[src/rtl/conv_ctrl_params.svh]
// Offsets, field positions, reset values and widths of the converter control block
`ifndef CONV_CTRL_PARAMS_SVH
`define CONV_CTRL_PARAMS_SVH

// ----------------------------------------
// Register byte offsets
// ----------------------------------------
`define OFS_PRIM_CTRL    12'h000
`define OFS_AUX_CTRL     12'h004
`define OFS_CUR_CTRL     12'h008
`define OFS_STATUS       12'h00C
`define OFS_IRQ_MASK     12'h010
`define OFS_PRIM_DATA    12'h014
`define OFS_AUX_DATA     12'h018
`define OFS_PRIM_OFFSET  12'h01C
`define OFS_PRIM_GAIN    12'h020
`define OFS_AUX_OFFSET   12'h024
`define OFS_AUX_GAIN     12'h028

// ----------------------------------------
// Field positions
// ----------------------------------------
`define PRIM_RANGE_LSB   0
`define PRIM_UNI_BIT     3
`define PRIM_XREF_BIT    4
`define AUX_UNI_BIT      0
`define AUX_XREF_BIT     1
`define CUR_BURNOUT_BIT  0
`define CUR_EXC1_BIT     1
`define CUR_EXC2_BIT     2
`define CUR_COMBINE_BIT  3
`define CUR_TOPIN2_BIT   4
`define ST_RDY0_BIT      0
`define ST_RDY1_BIT      1
`define ST_PRIMARY_CAL_ERROR_BIT      2
`define ST_AUX_CAL_ERROR_BIT      3
`define ST_NOREF_BIT     4

// ----------------------------------------
// Reset values and widths
// ----------------------------------------
`define PRIM_CTRL_RST    5'h07
`define AUX_CTRL_RST     2'h1
`define CUR_CTRL_RST     5'h00
`define IRQ_MASK_RST     4'h0
`define DATA_RST         16'h0000
`define DATA_ALL_ONES    16'hFFFF
`define COEF_RST         24'h80_0000
`define STATUS_EVT_W     4

`endif

[src/rtl/conv_ctrl_pkg.sv]
// Types shared by the converter control block and its surroundings
package conv_ctrl_pkg;

	// Gain ranges of the primary converter, 20 mV up to 2.56 V
	typedef enum logic [2:0] {
		RANGE_20MV,
		RANGE_40MV,
		RANGE_80MV,
		RANGE_160MV,
		RANGE_320MV,
		RANGE_640MV,
		RANGE_1V28,
		RANGE_2V56
	} gain_range_t;

	// Events and data from one converter's datapath, same clock
	typedef struct packed {
		logic        convDone;  // One-cycle pulse, raw holds a result
		logic        calBusy;   // Level, calibration in progress
		logic        calDone;   // One-cycle pulse, coefficient ready
		logic        calGain;   // 1 gain, 0 offset calibration
		logic [16:0] raw;       // Signed filter word, +-full scale
		logic [23:0] coef;      // Coefficient measured by calibration
	} conv_evt_t;

	// Current source routing towards the analog pads
	typedef struct packed {
		logic       burnoutOn;
		logic [1:0] excPinOneCnt;  // Sources on pin one, 0..2
		logic [1:0] excPinTwoCnt;  // Sources on pin two, 0..2
	} cur_route_t;

endpackage : conv_ctrl_pkg

[src/rtl/adc_range_coding_refdetect.sv]
// Control, coding and reference-detect logic for two sigma-delta converters
`timescale 1ns/100ps
`include "conv_ctrl_params.svh"

module adc_range_coding_refdetect
	import conv_ctrl_pkg::*;
(
	input  wire logic                clk_sys,
	input  wire logic                rst,
	input  wire logic                psel,
	input  wire logic                penable,
	input  wire logic                pwrite,
	input  wire logic [11:0]         paddr,
	input  wire logic [31:0]         pwdata,
	output logic                     pready,
	output logic [31:0]              prdata,
	output logic                     pslverr,
	input  wire conv_evt_t [1:0]     convEvt,
	input  wire logic                refLostPin,
	output gain_range_t              primaryRange,
	output logic [1:0]               unipolarSel,
	output logic [1:0]               extRefSel,
	output cur_route_t               curRoute,
	output logic                     irq
);

	// ----------------------------------------
	// Storage
	// ----------------------------------------
	logic [4:0]                     primCtrl_q;
	logic [1:0]                     auxCtrl_q;
	logic [4:0]                     curCtrl_q;
	logic [`STATUS_EVT_W-1:0]       stat_q;
	logic [`STATUS_EVT_W-1:0]       mask_q;
	logic [15:0]                    data_q [2];
	logic [23:0]                    offCoef_q [2];
	logic [23:0]                    gainCoef_q [2];
	logic [1:0]                     calRefLost_q;
	logic                           refMeta_q;
	logic                           noRef_q;
	logic                           apbAccess;
	logic                           apbDone;
	logic                           statRead;
	logic [31:0]                    rdValue;
	logic                           rdHit;
	logic [`STATUS_EVT_W-1:0]       statSet;
	logic [1:0]                     uniBit;

	// ----------------------------------------
	// Helper functions
	// ----------------------------------------

	// Unipolar clamps below zero; bipolar halves and flips the top bit
	function automatic logic [15:0] encodeResult(input logic [16:0] raw, input logic uni);
		logic [15:0] half;
		half = raw[16:1];
		if (uni) begin
			encodeResult = raw[16] ? 16'h0000 : raw[15:0];
		end else begin
			encodeResult = {~half[15], half[14:0]};
		end
	endfunction : encodeResult

	// Sources landing on a pin, combining doubles the chosen pin
	function automatic logic [1:0] pinCount(input logic [4:0] c, input logic pinTwo);
		pinCount = 2'd0;
		if (c[`CUR_COMBINE_BIT]) begin
			if (c[`CUR_TOPIN2_BIT] == pinTwo) begin
				pinCount = {1'b0, c[`CUR_EXC1_BIT]} + {1'b0, c[`CUR_EXC2_BIT]};
			end
		end else begin
			pinCount = {1'b0, pinTwo ? c[`CUR_EXC2_BIT] : c[`CUR_EXC1_BIT]};
		end
	endfunction : pinCount

	assign uniBit = {auxCtrl_q[`AUX_UNI_BIT], primCtrl_q[`PRIM_UNI_BIT]};

	// ----------------------------------------
	// APB slave, one wait state per access
	// ----------------------------------------
	assign apbAccess = psel & penable;
	assign apbDone   = apbAccess & pready;
	assign statRead  = apbDone & ~pwrite & (paddr == `OFS_STATUS);

	// Read mux; unmapped addresses answer with an error
	always_comb begin
		rdValue = 32'h0000_0000;
		rdHit   = 1'b1;
		if (paddr == `OFS_PRIM_CTRL) begin
			rdValue = {27'h000_0000, primCtrl_q};
		end else if (paddr == `OFS_AUX_CTRL) begin
			rdValue = {30'h0000_0000, auxCtrl_q};
		end else if (paddr == `OFS_CUR_CTRL) begin
			rdValue = {27'h000_0000, curCtrl_q};
		end else if (paddr == `OFS_STATUS) begin
			rdValue = {27'h000_0000, noRef_q, stat_q};
		end else if (paddr == `OFS_IRQ_MASK) begin
			rdValue = {28'h000_0000, mask_q};
		end else if (paddr == `OFS_PRIM_DATA) begin
			rdValue = {16'h0000, data_q[0]};
		end else if (paddr == `OFS_AUX_DATA) begin
			rdValue = {16'h0000, data_q[1]};
		end else if (paddr == `OFS_PRIM_OFFSET) begin
			rdValue = {8'h00, offCoef_q[0]};
		end else if (paddr == `OFS_PRIM_GAIN) begin
			rdValue = {8'h00, gainCoef_q[0]};
		end else if (paddr == `OFS_AUX_OFFSET) begin
			rdValue = {8'h00, offCoef_q[1]};
		end else if (paddr == `OFS_AUX_GAIN) begin
			rdValue = {8'h00, gainCoef_q[1]};
		end else begin
			rdHit = 1'b0;
		end
	end

	// Answer is registered one cycle into the access phase
	always_ff @(posedge clk_sys or posedge rst) begin
		if (rst) begin
			pready  <= 1'b0;
			prdata  <= 32'h0000_0000;
			pslverr <= 1'b0;
		end else if (apbAccess & ~pready) begin
			pready  <= 1'b1;
			prdata  <= pwrite ? 32'h0000_0000 : rdValue;
			pslverr <= ~rdHit;
		end else begin
			pready  <= 1'b0;
			pslverr <= 1'b0;
		end
	end

	// Control registers written on the completing edge
	always_ff @(posedge clk_sys or posedge rst) begin
		if (rst) begin
			primCtrl_q <= `PRIM_CTRL_RST;
			auxCtrl_q  <= `AUX_CTRL_RST;
			curCtrl_q  <= `CUR_CTRL_RST;
			mask_q     <= `IRQ_MASK_RST;
		end else if (apbDone & pwrite) begin
			if (paddr == `OFS_PRIM_CTRL) begin
				primCtrl_q <= pwdata[4:0];
			end else if (paddr == `OFS_AUX_CTRL) begin
				auxCtrl_q <= pwdata[1:0];
			end else if (paddr == `OFS_CUR_CTRL) begin
				curCtrl_q <= pwdata[4:0];
			end else if (paddr == `OFS_IRQ_MASK) begin
				mask_q <= pwdata[3:0];
			end
		end
	end

	// ----------------------------------------
	// Reference detect
	// ----------------------------------------

	// Comparator is asynchronous to the core, two flops first
	always_ff @(posedge clk_sys or posedge rst) begin
		if (rst) begin
			refMeta_q <= 1'b0;
			noRef_q   <= 1'b0;
		end else begin
			refMeta_q <= refLostPin;
			noRef_q   <= refMeta_q;
		end
	end

	// ----------------------------------------
	// Results, calibration and status
	// ----------------------------------------

	// Latch reference loss seen at any time during a calibration
	always_ff @(posedge clk_sys or posedge rst) begin
		if (rst) begin
			calRefLost_q <= 2'b00;
		end else begin
			for (int i = 0; i < 2; i++) begin
				if (!convEvt[i].calBusy) begin
					calRefLost_q[i] <= 1'b0;
				end else if (noRef_q) begin
					calRefLost_q[i] <= 1'b1;
				end
			end
		end
	end

	// Result registers; a lost reference forces all ones
	always_ff @(posedge clk_sys or posedge rst) begin
		if (rst) begin
			data_q[0] <= `DATA_RST;
			data_q[1] <= `DATA_RST;
		end else begin
			for (int i = 0; i < 2; i++) begin
				if (convEvt[i].convDone) begin
					data_q[i] <= noRef_q ? `DATA_ALL_ONES : encodeResult(convEvt[i].raw, uniBit[i]);
				end
			end
		end
	end

	// Coefficients kept unless the reference held throughout
	always_ff @(posedge clk_sys or posedge rst) begin
		if (rst) begin
			for (int i = 0; i < 2; i++) begin
				offCoef_q[i]  <= `COEF_RST;
				gainCoef_q[i] <= `COEF_RST;
			end
		end else begin
			for (int i = 0; i < 2; i++) begin
				if (convEvt[i].calDone && !calRefLost_q[i] && !noRef_q) begin
					if (convEvt[i].calGain) begin
						gainCoef_q[i] <= convEvt[i].coef;
					end else begin
						offCoef_q[i] <= convEvt[i].coef;
					end
				end
			end
		end
	end

	// Event sources of the sticky status bits
	always_comb begin
		statSet = '0;
		for (int i = 0; i < 2; i++) begin
			statSet[`ST_RDY0_BIT + i] = convEvt[i].convDone | convEvt[i].calDone;
			statSet[`ST_PRIMARY_CAL_ERROR_BIT + i] = convEvt[i].calDone & (calRefLost_q[i] | noRef_q);
		end
	end

	// Sticky status, cleared by a read; a same-cycle event survives
	always_ff @(posedge clk_sys or posedge rst) begin
		if (rst) begin
			stat_q <= '0;
		end else begin
			stat_q <= (statRead ? '0 : stat_q) | statSet;
		end
	end

	// ----------------------------------------
	// Registered outputs to analog and core
	// ----------------------------------------
	always_ff @(posedge clk_sys or posedge rst) begin
		if (rst) begin
			primaryRange <= gain_range_t'(`PRIM_CTRL_RST & 5'h07);
			unipolarSel  <= 2'b10;  // Matches the control reset values, no step after release
			extRefSel    <= 2'b00;
			curRoute     <= '0;
			irq          <= 1'b0;
		end else begin
			primaryRange           <= gain_range_t'(primCtrl_q[`PRIM_RANGE_LSB +: 3]);
			unipolarSel            <= uniBit;
			extRefSel              <= {auxCtrl_q[`AUX_XREF_BIT], primCtrl_q[`PRIM_XREF_BIT]};
			curRoute.burnoutOn     <= curCtrl_q[`CUR_BURNOUT_BIT];
			curRoute.excPinOneCnt  <= pinCount(curCtrl_q, 1'b0);
			curRoute.excPinTwoCnt  <= pinCount(curCtrl_q, 1'b1);
			irq                    <= |(((statRead ? '0 : stat_q) | statSet) & mask_q);
		end
	end

	// ----------------------------------------
	// Checks
	// ----------------------------------------
	force_ones_a: assert property (@(posedge clk_sys) disable iff (rst)
		(convEvt[0].convDone && noRef_q) |=> (data_q[0] == `DATA_ALL_ONES))
		else $error("result not forced to all ones");

	forced_ready_a: assert property (@(posedge clk_sys) disable iff (rst)
		(convEvt[1].convDone && noRef_q && !statRead) |=> stat_q[`ST_RDY1_BIT])
		else $error("forced result did not raise ready");

	uni_coding_a: assert property (@(posedge clk_sys) disable iff (rst)
		(convEvt[0].convDone && !noRef_q && uniBit[0] && convEvt[0].raw == 17'h0_0000)
		|=> (data_q[0] == 16'h0000))
		else $error("unipolar zero not all zeros");

	bip_coding_a: assert property (@(posedge clk_sys) disable iff (rst)
		(convEvt[0].convDone && !noRef_q && !uniBit[0] && convEvt[0].raw == 17'h0_0000)
		|=> (data_q[0] == 16'h8000))
		else $error("bipolar zero not midscale");

	cal_block_a: assert property (@(posedge clk_sys) disable iff (rst)
		(convEvt[0].calDone && calRefLost_q[0]) |=> ($stable(offCoef_q[0]) && $stable(gainCoef_q[0])))
		else $error("coefficient written after reference loss");

	cal_error_a: assert property (@(posedge clk_sys) disable iff (rst)
		(convEvt[1].calDone && calRefLost_q[1] && !statRead) |=> stat_q[`ST_AUX_CAL_ERROR_BIT])
		else $error("calibration error bit not set");

	noref_sync_a: assert property (@(posedge clk_sys) disable iff (rst)
		$rose(refMeta_q) |=> noRef_q)
		else $error("no-reference flag late");

	burnout_follow_a: assert property (@(posedge clk_sys) disable iff (rst)
		(apbDone && pwrite && paddr == `OFS_CUR_CTRL && !pwdata[0]) |-> ##2 !curRoute.burnoutOn)
		else $error("burnout not switched off");

	exc_double_a: assert property (@(posedge clk_sys) disable iff (rst)
		(curCtrl_q == 5'h0E) |=> (curRoute.excPinOneCnt == 2'd2 && curRoute.excPinTwoCnt == 2'd0))
		else $error("excitation not combined on pin one");

	ready_sticky_a: assert property (@(posedge clk_sys) disable iff (rst)
		(stat_q[`ST_RDY0_BIT] && !statRead) |=> stat_q[`ST_RDY0_BIT])
		else $error("ready bit dropped without a read");

endmodule : adc_range_coding_refdetect

[config.mk]
export PLATFORM = sky130hd
export DESIGN_NAME = adc_range_coding_refdetect
export DESIGN_NICKNAME = d
export VERILOG_FILES = /design/src/rtl/conv_ctrl_pkg.sv /design/src/rtl/adc_range_coding_refdetect.sv
export VERILOG_INCLUDE_DIRS = /design/src /design/src/rtl
export SDC_FILE = /design/constraint.sdc
export NUM_CORES = 1
export LEC_CHECK = 0
export BUFFER_PORTS_ARGS = -buffer_cell sky130_fd_sc_hd__buf_2
export CAP_MARGIN = 15
export CELL_PAD_IN_SITES_DETAIL_PLACEMENT = 1
export CELL_PAD_IN_SITES_GLOBAL_PLACEMENT = 1
export CORE_MARGIN = 4
export CORE_UTILIZATION = 46
export DETAILED_ROUTE_END_ITERATION = 16
export GPL_ROUTABILITY_DRIVEN = 0
export PLACE_DENSITY = 0.93
export REMOVE_ABC_BUFFERS = 1
export SLEW_MARGIN = 40
export SYNTH_ARGS = -nofsm -noshare
export SYNTH_HDL_FRONTEND = slang
export SYNTH_SLANG_ARGS = --single-unit
[constraint.sdc]
create_clock -name clk_sys -period 8.8 [get_ports clk_sys]
set_clock_uncertainty 0.2 [all_clocks]
set_input_delay 0 -clock clk_sys [delete_from_list [all_inputs] [get_ports clk_sys]]
set_output_delay 0 -clock clk_sys [all_outputs]
set_load 0.01 [all_outputs]
==> out/metrics.yaml, run 1 <==
run_status:
  outcome: "complete, no violations"
worst_setup_path:
  critical-path-max-stage-delay_ns: 0.69
  cpMostUsedCell: "dlygate4sd3_1"
  critPathBufInv: 3
  slowest_stage: "nor2_2"
  crit_fanout: 16
  reg2reg_depth: 6
  cp-end-kind: "flop"
  cp_num_cells: 6
  path_delay_family: "buffers and inverters"
  crit_type: "flop to flop"
  cp-start-kind: "flop"
  cp_cell_sequence: "inv_1 > nor2_2 > a221oi_1 > dlygate4sd3_1 > a21oi_1 > dlygate4sd3_1"
  critical_path_required_ns: 8.99
  crit_arrival_ns: 3.65
layout:
  n_antenna_cell: 0
  seq_area_um2: 4800
  drive_above_1_share_pct: 30.3
  final.fill_count: 2038
  syn_to_final_growth_pct: 34.6
  layoutNonFillerInstCount: 1373
  fin_nets: 1241
  multi_input_area_um2: 3870
timing:
  fin_tns_setup_ns: 0
  final_max_slew_viol_count: 0
  fin_crit_sh_pct: 39.4
  tightest_slew_ns: 0.883
  setup_viol: 0
  hold_viol_final: 0
  fin_crit_ns: 3.46
  rsz0062_at_grt: "no"
  slew_headroom_pct: 40.6
  fmax_mhz: 289
global_routing:
  grt_pass1_wl_um: 58500
  grt_util_met2_pct: 60.5
  antenna_found_initial: 0
  grt.overflow.total: 0
  global_route.usage.met3_pct: 7.08
  use_met1_pct: 41.6
  grt_use_total_pct: 35.4
  busiest_layer: "met2"
  grt_pass1_vias: 9621
  grt_max_degree: 132
worst_hold_path:
  hold_path_class: "input pin to asynchronous set/reset pin"
routing:
  ant_nets: 0
  drt_iter0_drc: 1061
  viasPerCell: 6.39
  vias: 8771
  wl_um: 38500
  wl_per_cell_um: 28.0
  dr.pass1.iters: 5
  route.detailed.drc: 0
floorplan:
  num_rows: 50
  dieArea_um2: 21700
  die_h_um: 147
  die_x_um: 147
  coreArea_um2: 18900
  ios: 187
  start_util_pct: 47.4
clocking:
  cts_root_buffer: "clkbuf_16"
  clk_latency_ns: 0.45
  clock-sinks: 191
  cts_tree: "done"
  cts_buffers: 17
  cts.clk_slew.worst_paths_ns: 0.08
  postCtsSetupBuffers: 0
  cts_htree_levels: 4
  clk_path_buf_depth: 2
pwr:
  power_density_nw_per_um2: 185
  p_leak_nw: 5.17
  ir_drop_mv: 0.150
  p_total_mw: 2.23
synthesis:
  ys_types: 50
  seq_area_frac_synth_pct: 53.6
  ys_warn_count: 0
  ys_ff_latch: 191
  synth_cells: 819
  synth-edff-count: 0
  synth_area_leaders: "dfrtp_1 (50%), mux2_2 (14%), o21ai_0 (4.1%)"
  synth_flop_cell: "dfrtp_1"
  synth.cell_area_um2: 8950
  async_flop_share_pct: 100
  yosysTopAreaCell: "dfrtp_1"
  syn_avg_cell_area_um2: 10.9
  synth_top_area_share_pct: 50.1
placed_design:
  dp.cells: 1184
  dp_hpwl_um: 18700
  io_buffers: 151
flow_run:
  maxCapViolations: 0
## worst reg2reg max path: stages, from the launching register on
cell,delay [ns]
dfstp_2,0.63
inv_1,0.33
nor2_2,0.70
a221oi_1,0.20
dlygate4sd3_1,0.63
a21oi_1,0.15
dlygate4sd3_1,0.58
## cells in the final DEF (no fill, tap or decap), types with 5 or more instances in the layout
master         count
dfrtp_1          178
dlygate4sd3_1    157
buf_2            151
mux2_2           108
o21ai_0           74
nand2_1           59
a21oi_1           55
nor2_1            50
a221oi_1          42
mux2i_1           22
nor3_1            19
clkbuf_16         17
a22oi_1           15
inv_1             13
dfstp_2           12
buf_4             11
nor2b_1            9
nand2b_1           9
nand3_1            8
conb_1             8
o22ai_1            6
or3_1              5
a211o_1            5
## where the power goes
group          leakage [nW]  switching, mW  internal, mW
registers              2.26         0.0838         0.997
clock network         0.275          0.379         0.393
logic                  2.64          0.187         0.193
total                  5.17          0.650          1.58
## final timing paths
kind / endpoint / from / slack [ns]
hold / removal: gainCoef_q[9] / rst / 0.03
min in group clk_sys: prdata[0] / paddr[11] / 0.04
max in group asynchronous: data_q[12] / rst / 7.30
setup / recovery: data_q[5] / auxCtrl_q[0] / 5.34
setup reg to reg: data_q[5] / auxCtrl_q[0] / 5.34
hold reg to reg: noRef_q / refMeta_q / 0.17
## Yosys cell counts (all sizes together), types with 14 or more instances
master	number
a221oi	42
mux2	108
buf	14
nand2	59
nor2	54
mux2i	22
nor3	21
inv	14
clkbuf	51
o21ai	75
a22oi	15
a21oi	55
dfrtp	179
## metrics by stage
| stage | hold WS [ns] | util, % | setup slack [ns] | instance area (µm²) |
|---|---|---|---|---|
| after floorplan | -0.169 | - | 3.42 | 8690 |
| after global placement | -0.0920 | 52.3 | 6.00 | 9880 |
| after detailed placement | -0.0877 | 52.4 | 5.90 | 9890 |
| after CTS | 0.0171 | 63.7 | 5.39 | 12000 |
| after global routing | 0.0780 | 63.8 | 5.25 | 12000 |
| final | 0.0277 | 63.8 | 5.34 | 12000 |
## cells by family after synthesis
| kind of cell | after synthesis | share of synthesized area [%] |
|---|---|---|
| compound gates | 222 | 15.8 |
| fa+ha+maj | 1 | 0.140 |
| buf+inv | 79 | 3.78 |
| flops | 191 | 53.6 |
| mux | 130 | 16.1 |
| other cells | 1 | 0.0419 |
| simple gates | 195 | 10.6 |
## registers in the layout (all words and copies together), names as in the netlist, 4 cells and up
register and count:
curCtrl_q 5, curRoute 5, data_q 32, gainCoef_q 48, mask_q 4, offCoef_q 48, prdata 24, primCtrl_q 5
stat_q 4
## per-layer routing
layer	part of all wire, %	vias to the layer above
met5	0	-
met4	6.0	0
met3	8.5	191
met2	50	648
met1	36	4384
li1	-	3548
## repair_timing
item | in CTS | in global routing
endpoints found under the setup margin | 0 | 0
hold endpoints to repair | 287 | 0
gates resized for setup | 0 | 0
hold buffers | 157 | 0
## final cells by class
cell class | count | share of cell area (%)
Timing Repair Buffer | 320 | 20.1
Clock buffer | 20 | 3.87
Multi-Input combinational cell | 556 | 32.1
Inverter | 14 | 0.540
Tap cell | 260 | 2.70
Clock inverter | 12 | 0.841
Sequential cell | 191 | 39.8
Power figures use the tool's default switching activity.
==> run 2: changes to the inputs <==
- ABC_AREA: default -> 1
- CORE_UTILIZATION: 46 -> 40
- PLACE_DENSITY: 0.93 -> 0.88
- clock period: 8.8 -> 3.48 ns (I/O delays scaled with it)
==> out/metrics.yaml, run 2 <==
run_status:
  outcome: "complete, no violations"
layout:
  layoutNonFillerInstCount: 1686  # +23%
  design_area_um2: 11800  # -2.0%
  mostFrequentLayoutCell: "nand2_1"
  top_regs: "gainCoef_q x48, offCoef_q x48, data_q x32"
  syn_to_final_growth_pct: 31.2
  final.fill_count: 2677  # +31%
  layout_common_cells: "nand2_1 (335), dfrtp_1 (179), o21ai_0 (168)"
  fin_util_pct: 53.7  # -10 points
  fin_nets: 1533  # +24%
  drive_above_1_share_pct: 16.9  # -13 points
clocking:
  clock-sinks: 191  # unchanged
  clk_latency_ns: 0.44  # about the same
  clk_path_buf_depth: 2  # unchanged
  cts_tree: "done"
  postCtsSetupBuffers: 0  # unchanged
  holdBufCountCts: 124  # -21%
  cts_root_buffer: "clkbuf_16"
  cts_htree_levels: 4  # unchanged
  cts_buffers: 17  # unchanged
  ctsResizeCount: 0  # unchanged
  cts.clk_slew.worst_paths_ns: 0.08  # about the same
synthesis:
  syn_avg_cell_area_um2: 7.90  # -28%
  synth-edff-count: 0  # unchanged
  async_flop_share_pct: 100  # unchanged
  synth_top_area_share_pct: 49.8  # -0.25 points
  synth_cells: 1139  # +39%
  synth_flop_cell: "dfrtp_1"
  ys_ff_latch: 191  # unchanged
  synth.cell_area_um2: 8990  # +0.50%
  ys_types: 36  # -28%
  yosysTopAreaCell: "dfrtp_1"
  ys_warn_count: 0  # unchanged
  synth_area_leaders: "dfrtp_1 (50%), nand2_1 (14%), o21ai_0 (9.3%)"
  synth_most_common_cell: "nand2_1"
  seq_area_frac_synth_pct: 53.3  # -0.27 points
  synthTopCellsByCount: "nand2_1 (336), dfrtp_1 (179), o21ai_0 (168)"
placed_design:
  io_buffers: 151  # unchanged
  dp.cells: 1528  # +29%
  placed_cell_area_um2: 9950  # +0.61%
  pre_cts_ws_ns: 0.951  # -4.95 ns
  dp_hpwl_um: 18800  # +0.70%
global_routing:
  grt_pass1_wl_um: 49300  # -16%
  grt_pass1_vias: 9441  # -1.9%
  grt.overflow.total: 0  # unchanged
  grt_use_total_pct: 25.3  # -10 points
  grt_max_degree: 70  # -47%
  antenna_found_initial: 0  # unchanged
timing:
  fmax_mhz: 332
  setup_viol: 0  # unchanged
  whs_ns: 0.0180  # -0.00966 ns
  tightest_slew_ns: 0.721  # -0.162 ns
  final_max_slew_viol_count: 0  # unchanged
  rsz0062_at_grt: "no"
  fin_crit_ns: 3.01
  timing.final.ws_setup_ns: 0.472  # -4.86 ns
  slew_headroom_pct: 51.6  # +11 points
  fin_tns_setup_ns: 0  # unchanged
  hold_viol_final: 0  # unchanged
  fin_crit_sh_pct: 86.4
floorplan:
  die_x_um: 158  # +7.1%
  ios: 187  # unchanged
  num_rows: 54  # +8.0%
  die_h_um: 158  # +7.1%
  start_util_pct: 41.0  # -6.4 points
  coreArea_um2: 22000  # +16%
  dieArea_um2: 24900  # +15%
worst_setup_path:
  cp-start-kind: "input pin"
  crit_fanout: 25  # +9
  cp-end-kind: "flop"
  crit_type: "input pin to flop"
  critical_path_required_ns: 3.67  # -5.32 ns
  crit_arrival_ns: 3.20  # -0.45 ns
pwr:
  p_leak_nw: 6.05  # +17%
  p_total_mw: 5.27  # +140%
  power_density_nw_per_um2: 446  # +140%
  ir_drop_mv: 0.301  # +100%
routing:
  wl_um: 30800  # -20%
  wl_per_cell_um: 18.2  # -35%
  dr.pass1.iters: 7  # +2
  viasPerCell: 5.11  # -20%
  ant_nets: 0  # unchanged
  drt_iter0_drc: 516  # -51%
  route.detailed.drc: 0  # unchanged
  vias: 8618  # -1.7%
flow_run:
  maxCapViolations: 0  # unchanged
worst_hold_path:
  hold_path_class: "input pin to flop"
==> run 2: layer usage <==
| layer | global-route usage [%] | vias up | routed length [µm] |
|---|---|---|---|
| met4 | 7.92 | 0 | 726 |
| met1 | 31.9 | 4235 | 12900 |
| met3 | 3.94 | 47 | 1350 |
| li1 | - | 4103 | - |
| met2 | 44.7 | 233 | 15800 |
| met5 | 0 | - | 0 |
==> run 2: layout make-up <==
type,count,area [µm²],area share [%]
sequential,191,4790,40.6
multi-input combinational,729,3310,28.1
timing repair buffer,285,2110,17.9
inverter,168,641,5.43
clock buffer,17,425,3.60
tap,280,350,2.97
clock inverter,15,169,1.43
antenna,1,2.50,0.0212
==> run 2: path summary, 6_finish.rpt <==
check                       startpoint        endpoint  slack (ns)  cells after the start
setup / recovery                  psel      prdata[12]        0.47                     11
hold / removal             convEvt[41]  gainCoef_q[38]        0.02                      5
setup reg to reg                pready      prdata[12]        0.87                      7
hold reg to reg              refMeta_q         noRef_q        0.15                      0
max in group asynchronous          rst  gainCoef_q[47]        1.43                      6
min in group asynchronous          rst       prdata[4]        0.54                      4
==> run 2: cells by family (layout without fill, tap and decap cells) <==
| family | count (synthesis) | after routing | synth area share, % |
|---|---|---|---|
| AND/OR/NAND/NOR | 459 | 459 | 20.9 |
| AO/OA/AOI/OAI | 260 | 260 | 15.3 |
| buffers and inverters | 226 | 485 | 10.2 |
| flip-flops | 191 | 191 | 53.3 |
| adder cells (fa/ha/maj) | 1 | 1 | 0.139 |
| other | 1 | 9 | 0.0417 |
| multiplexers | 1 | 1 | 0.111 |
==> run 2: worst max-delay path, stage by stage <==
cell	delay, ns
dlygate4sd3_1	0.52
buf_2	0.11
nand2_1	0.05
dlygate4sd3_1	0.56
nor2_1	0.24
inv_2	0.30
nor2_1	0.42
nand3_1	0.49
nor2_1	0.32
o21ai_1	0.10
nand2_1	0.07
==> run 2: power breakdown <==
group	switching, mW	internal [mW]
sequential	0.144	2.47
combinational	0.349	0.289
clock	0.985	1.03
==> run 3: changes to the inputs <==
- PLACE_DENSITY: 0.88 -> default
- PLACE_DENSITY_LB_ADDON: default -> 0.1
==> out/metrics.yaml, run 3 (same netlist as run 2, synthesis figures left out) <==
run_status:
  outcome: "finished with violations"
  violations: "negative hold slack"
timing:
  hold_viol_final: 2  # +2
  fin_crit_sh_pct: 86.9  # +0.52 points
  setup_viol: 0  # unchanged
  whs_ns: -0.0107  # -0.0287 ns
  timing.final.ws_setup_ns: 0.454  # -0.0182 ns
  final_max_slew_viol_count: 0  # unchanged
  fmax_mhz: 330  # -0.60%
  rsz0062_at_grt: "no"
  tightest_slew_ns: 0.712  # -0.00920 ns
  fin_crit_ns: 3.03  # +0.0182 ns
  slew_headroom_pct: 52.2  # +0.62 points
worst_setup_path:
  path_delay_family: "buffers and inverters"
  critPathBufInv: 4  # unchanged
  cp_cell_sequence: "dlygate4sd3_1 > buf_2 > nand2_1 > dlygate4sd3_1 > nor2_1 > inv_2 > nor2_1 > nand3_1 > a21oi_1 > o21ai_1 > nand2_1"
  critical-path-max-stage-delay_ns: 0.55  # about the same
  slowest_stage: "dlygate4sd3_1"
  crit_arrival_ns: 3.19  # about the same
  crit_fanout: 25  # unchanged
  critical_path_required_ns: 3.65  # -0.02 ns
  crit_type: "input pin to flop"
  cp-start-kind: "input pin"
  cp-end-kind: "flop"
clocking:
  cts_htree_levels: 4  # unchanged
  cts_tree: "done"
  postCtsSetupBuffers: 0  # unchanged
  clock-sinks: 191  # unchanged
  holdBufCountCts: 123  # -0.81%
  clk_latency_ns: 0.43  # about the same
  ctsResizeCount: 0  # unchanged
  cts_buffers: 17  # unchanged
  clk_path_buf_depth: 2  # unchanged
  cts.clk_slew.worst_paths_ns: 0.08  # about the same
  cts_root_buffer: "clkbuf_16"
flow_run:
  maxCapViolations: 0  # unchanged
routing:
  wl_per_cell_um: 17.2  # -5.7%
  ant_nets: 0  # unchanged
  viasPerCell: 4.99  # -2.4%
  drt_iter0_drc: 400  # -22%
  wl_um: 29000  # -5.7%
  route.detailed.drc: 0  # unchanged
  vias: 8410  # -2.4%
  dr.pass1.iters: 5  # -2
layout:
  fin_nets: 1533  # unchanged
  top_regs: "gainCoef_q x48, offCoef_q x48, data_q x32"
  syn_to_final_growth_pct: 30.9
  layout_common_cells: "nand2_1 (335), dfrtp_1 (179), o21ai_0 (168)"
  drive_above_1_share_pct: 16.9  # +0.071 points
  fin_util_pct: 53.6  # -0.15 points
  layoutNonFillerInstCount: 1686  # unchanged
  mostFrequentLayoutCell: "nand2_1"
global_routing:
  antenna_found_initial: 0  # unchanged
  grt_max_degree: 108  # +54%
  grt_pass1_wl_um: 47300  # -4.0%
  grt.overflow.total: 0  # unchanged
  grt_use_total_pct: 24.0  # -1.2 points
  grt_pass1_vias: 8999  # -4.7%
pwr:
  power_density_nw_per_um2: 443  # -0.74%
  p_leak_nw: 6.06  # about the same
  ir_drop_mv: 0.332  # +10%
floorplan:
  die_x_um: 158  # unchanged
  ios: 187  # unchanged
  start_util_pct: 41.0  # unchanged
  die_h_um: 158  # unchanged
  coreArea_um2: 22000  # unchanged
  num_rows: 54  # unchanged
  dieArea_um2: 24900  # unchanged
worst_hold_path:
  hold_path_class: "input pin to asynchronous set/reset pin"
placed_design:
  pre_cts_ws_ns: 0.918  # -0.0329 ns
  dp.cells: 1530  # +0.13%
  dp_hpwl_um: 18000  # -4.6%
  io_buffers: 151  # unchanged
## run 3: cell types whose count changed in the layout (fill, tap and decap cells not counted)
cell / change
buf_4: +3
clkinv_4: +3
clkinvlp_4: -3
dlygate4sd3_1: -2
inv_6: -2
buf_16: -1
clkbuf_1: +1
clkbuf_8: +1
clkinv_2: +1
clkinv_8: -1
o311ai_0: +1
o311ai_1: -1
## run 3: worst paths after layout
kind	start	cells past startpoint	slack (ns)	endpoint
max in group asynchronous	rst	4	2.33	offCoef_q[19]
worst min register to register	primCtrl_q[0]	0	0.18	primaryRange[0]
min in group clk_sys	paddr[1]	8	0.02	prdata[1]
worst min-delay path	rst	3	-0.01	extRefSel[0]
worst max-delay path	psel	11	0.45	prdata[14]
worst max register to register	pready	7	0.86	prdata[14]
## run 3: final cells by class
| cell class | instances | area, µm² |
|---|---|---|
| Fill cell | 2709 | 10200 |
| Sequential cell | 191 | 4790 |
| Multi-Input combinational cell | 729 | 3310 |
| Timing Repair Buffer | 285 | 2080 |
| Inverter | 168 | 646 |
| Clock buffer | 19 | 443 |
| Tap cell | 280 | 350 |
| Clock inverter | 13 | 139 |
| Antenna cell | 1 | 2.50 |
## run 3: routing by layer
metal	wire [µm]	GRT usage (%)	vias to the layer above
met1	12700	31.2	4116
met4	442	5.81	0
met2	14800	42.5	162
met5	0	0	-
met3	1030	3.58	28
li1	-	-	4104
## run 3: worst min-delay path, delay by kind of cell
kind                   cells  cell delay, ns
buffers and inverters      3            1.07
## run 3: where the power goes
| group | internal [mW] | switching [mW] | total, mW |
|---|---|---|---|
| sequential | 2.47 | 0.136 | 2.61 |
| combinational | 0.286 | 0.333 | 0.619 |
| clock | 1.04 | 0.947 | 1.99 |
## run 3: per-stage QoR
step	total power, mW	setup TNS, ns	area (µm²)
floorplan	2.93	-345.36	8730
global placement	3.12	0	9940
detailed placement	3.15	0	9950
CTS	5.24	0	11800
global route	5.47	0	11800
finish	5.21	0	11800
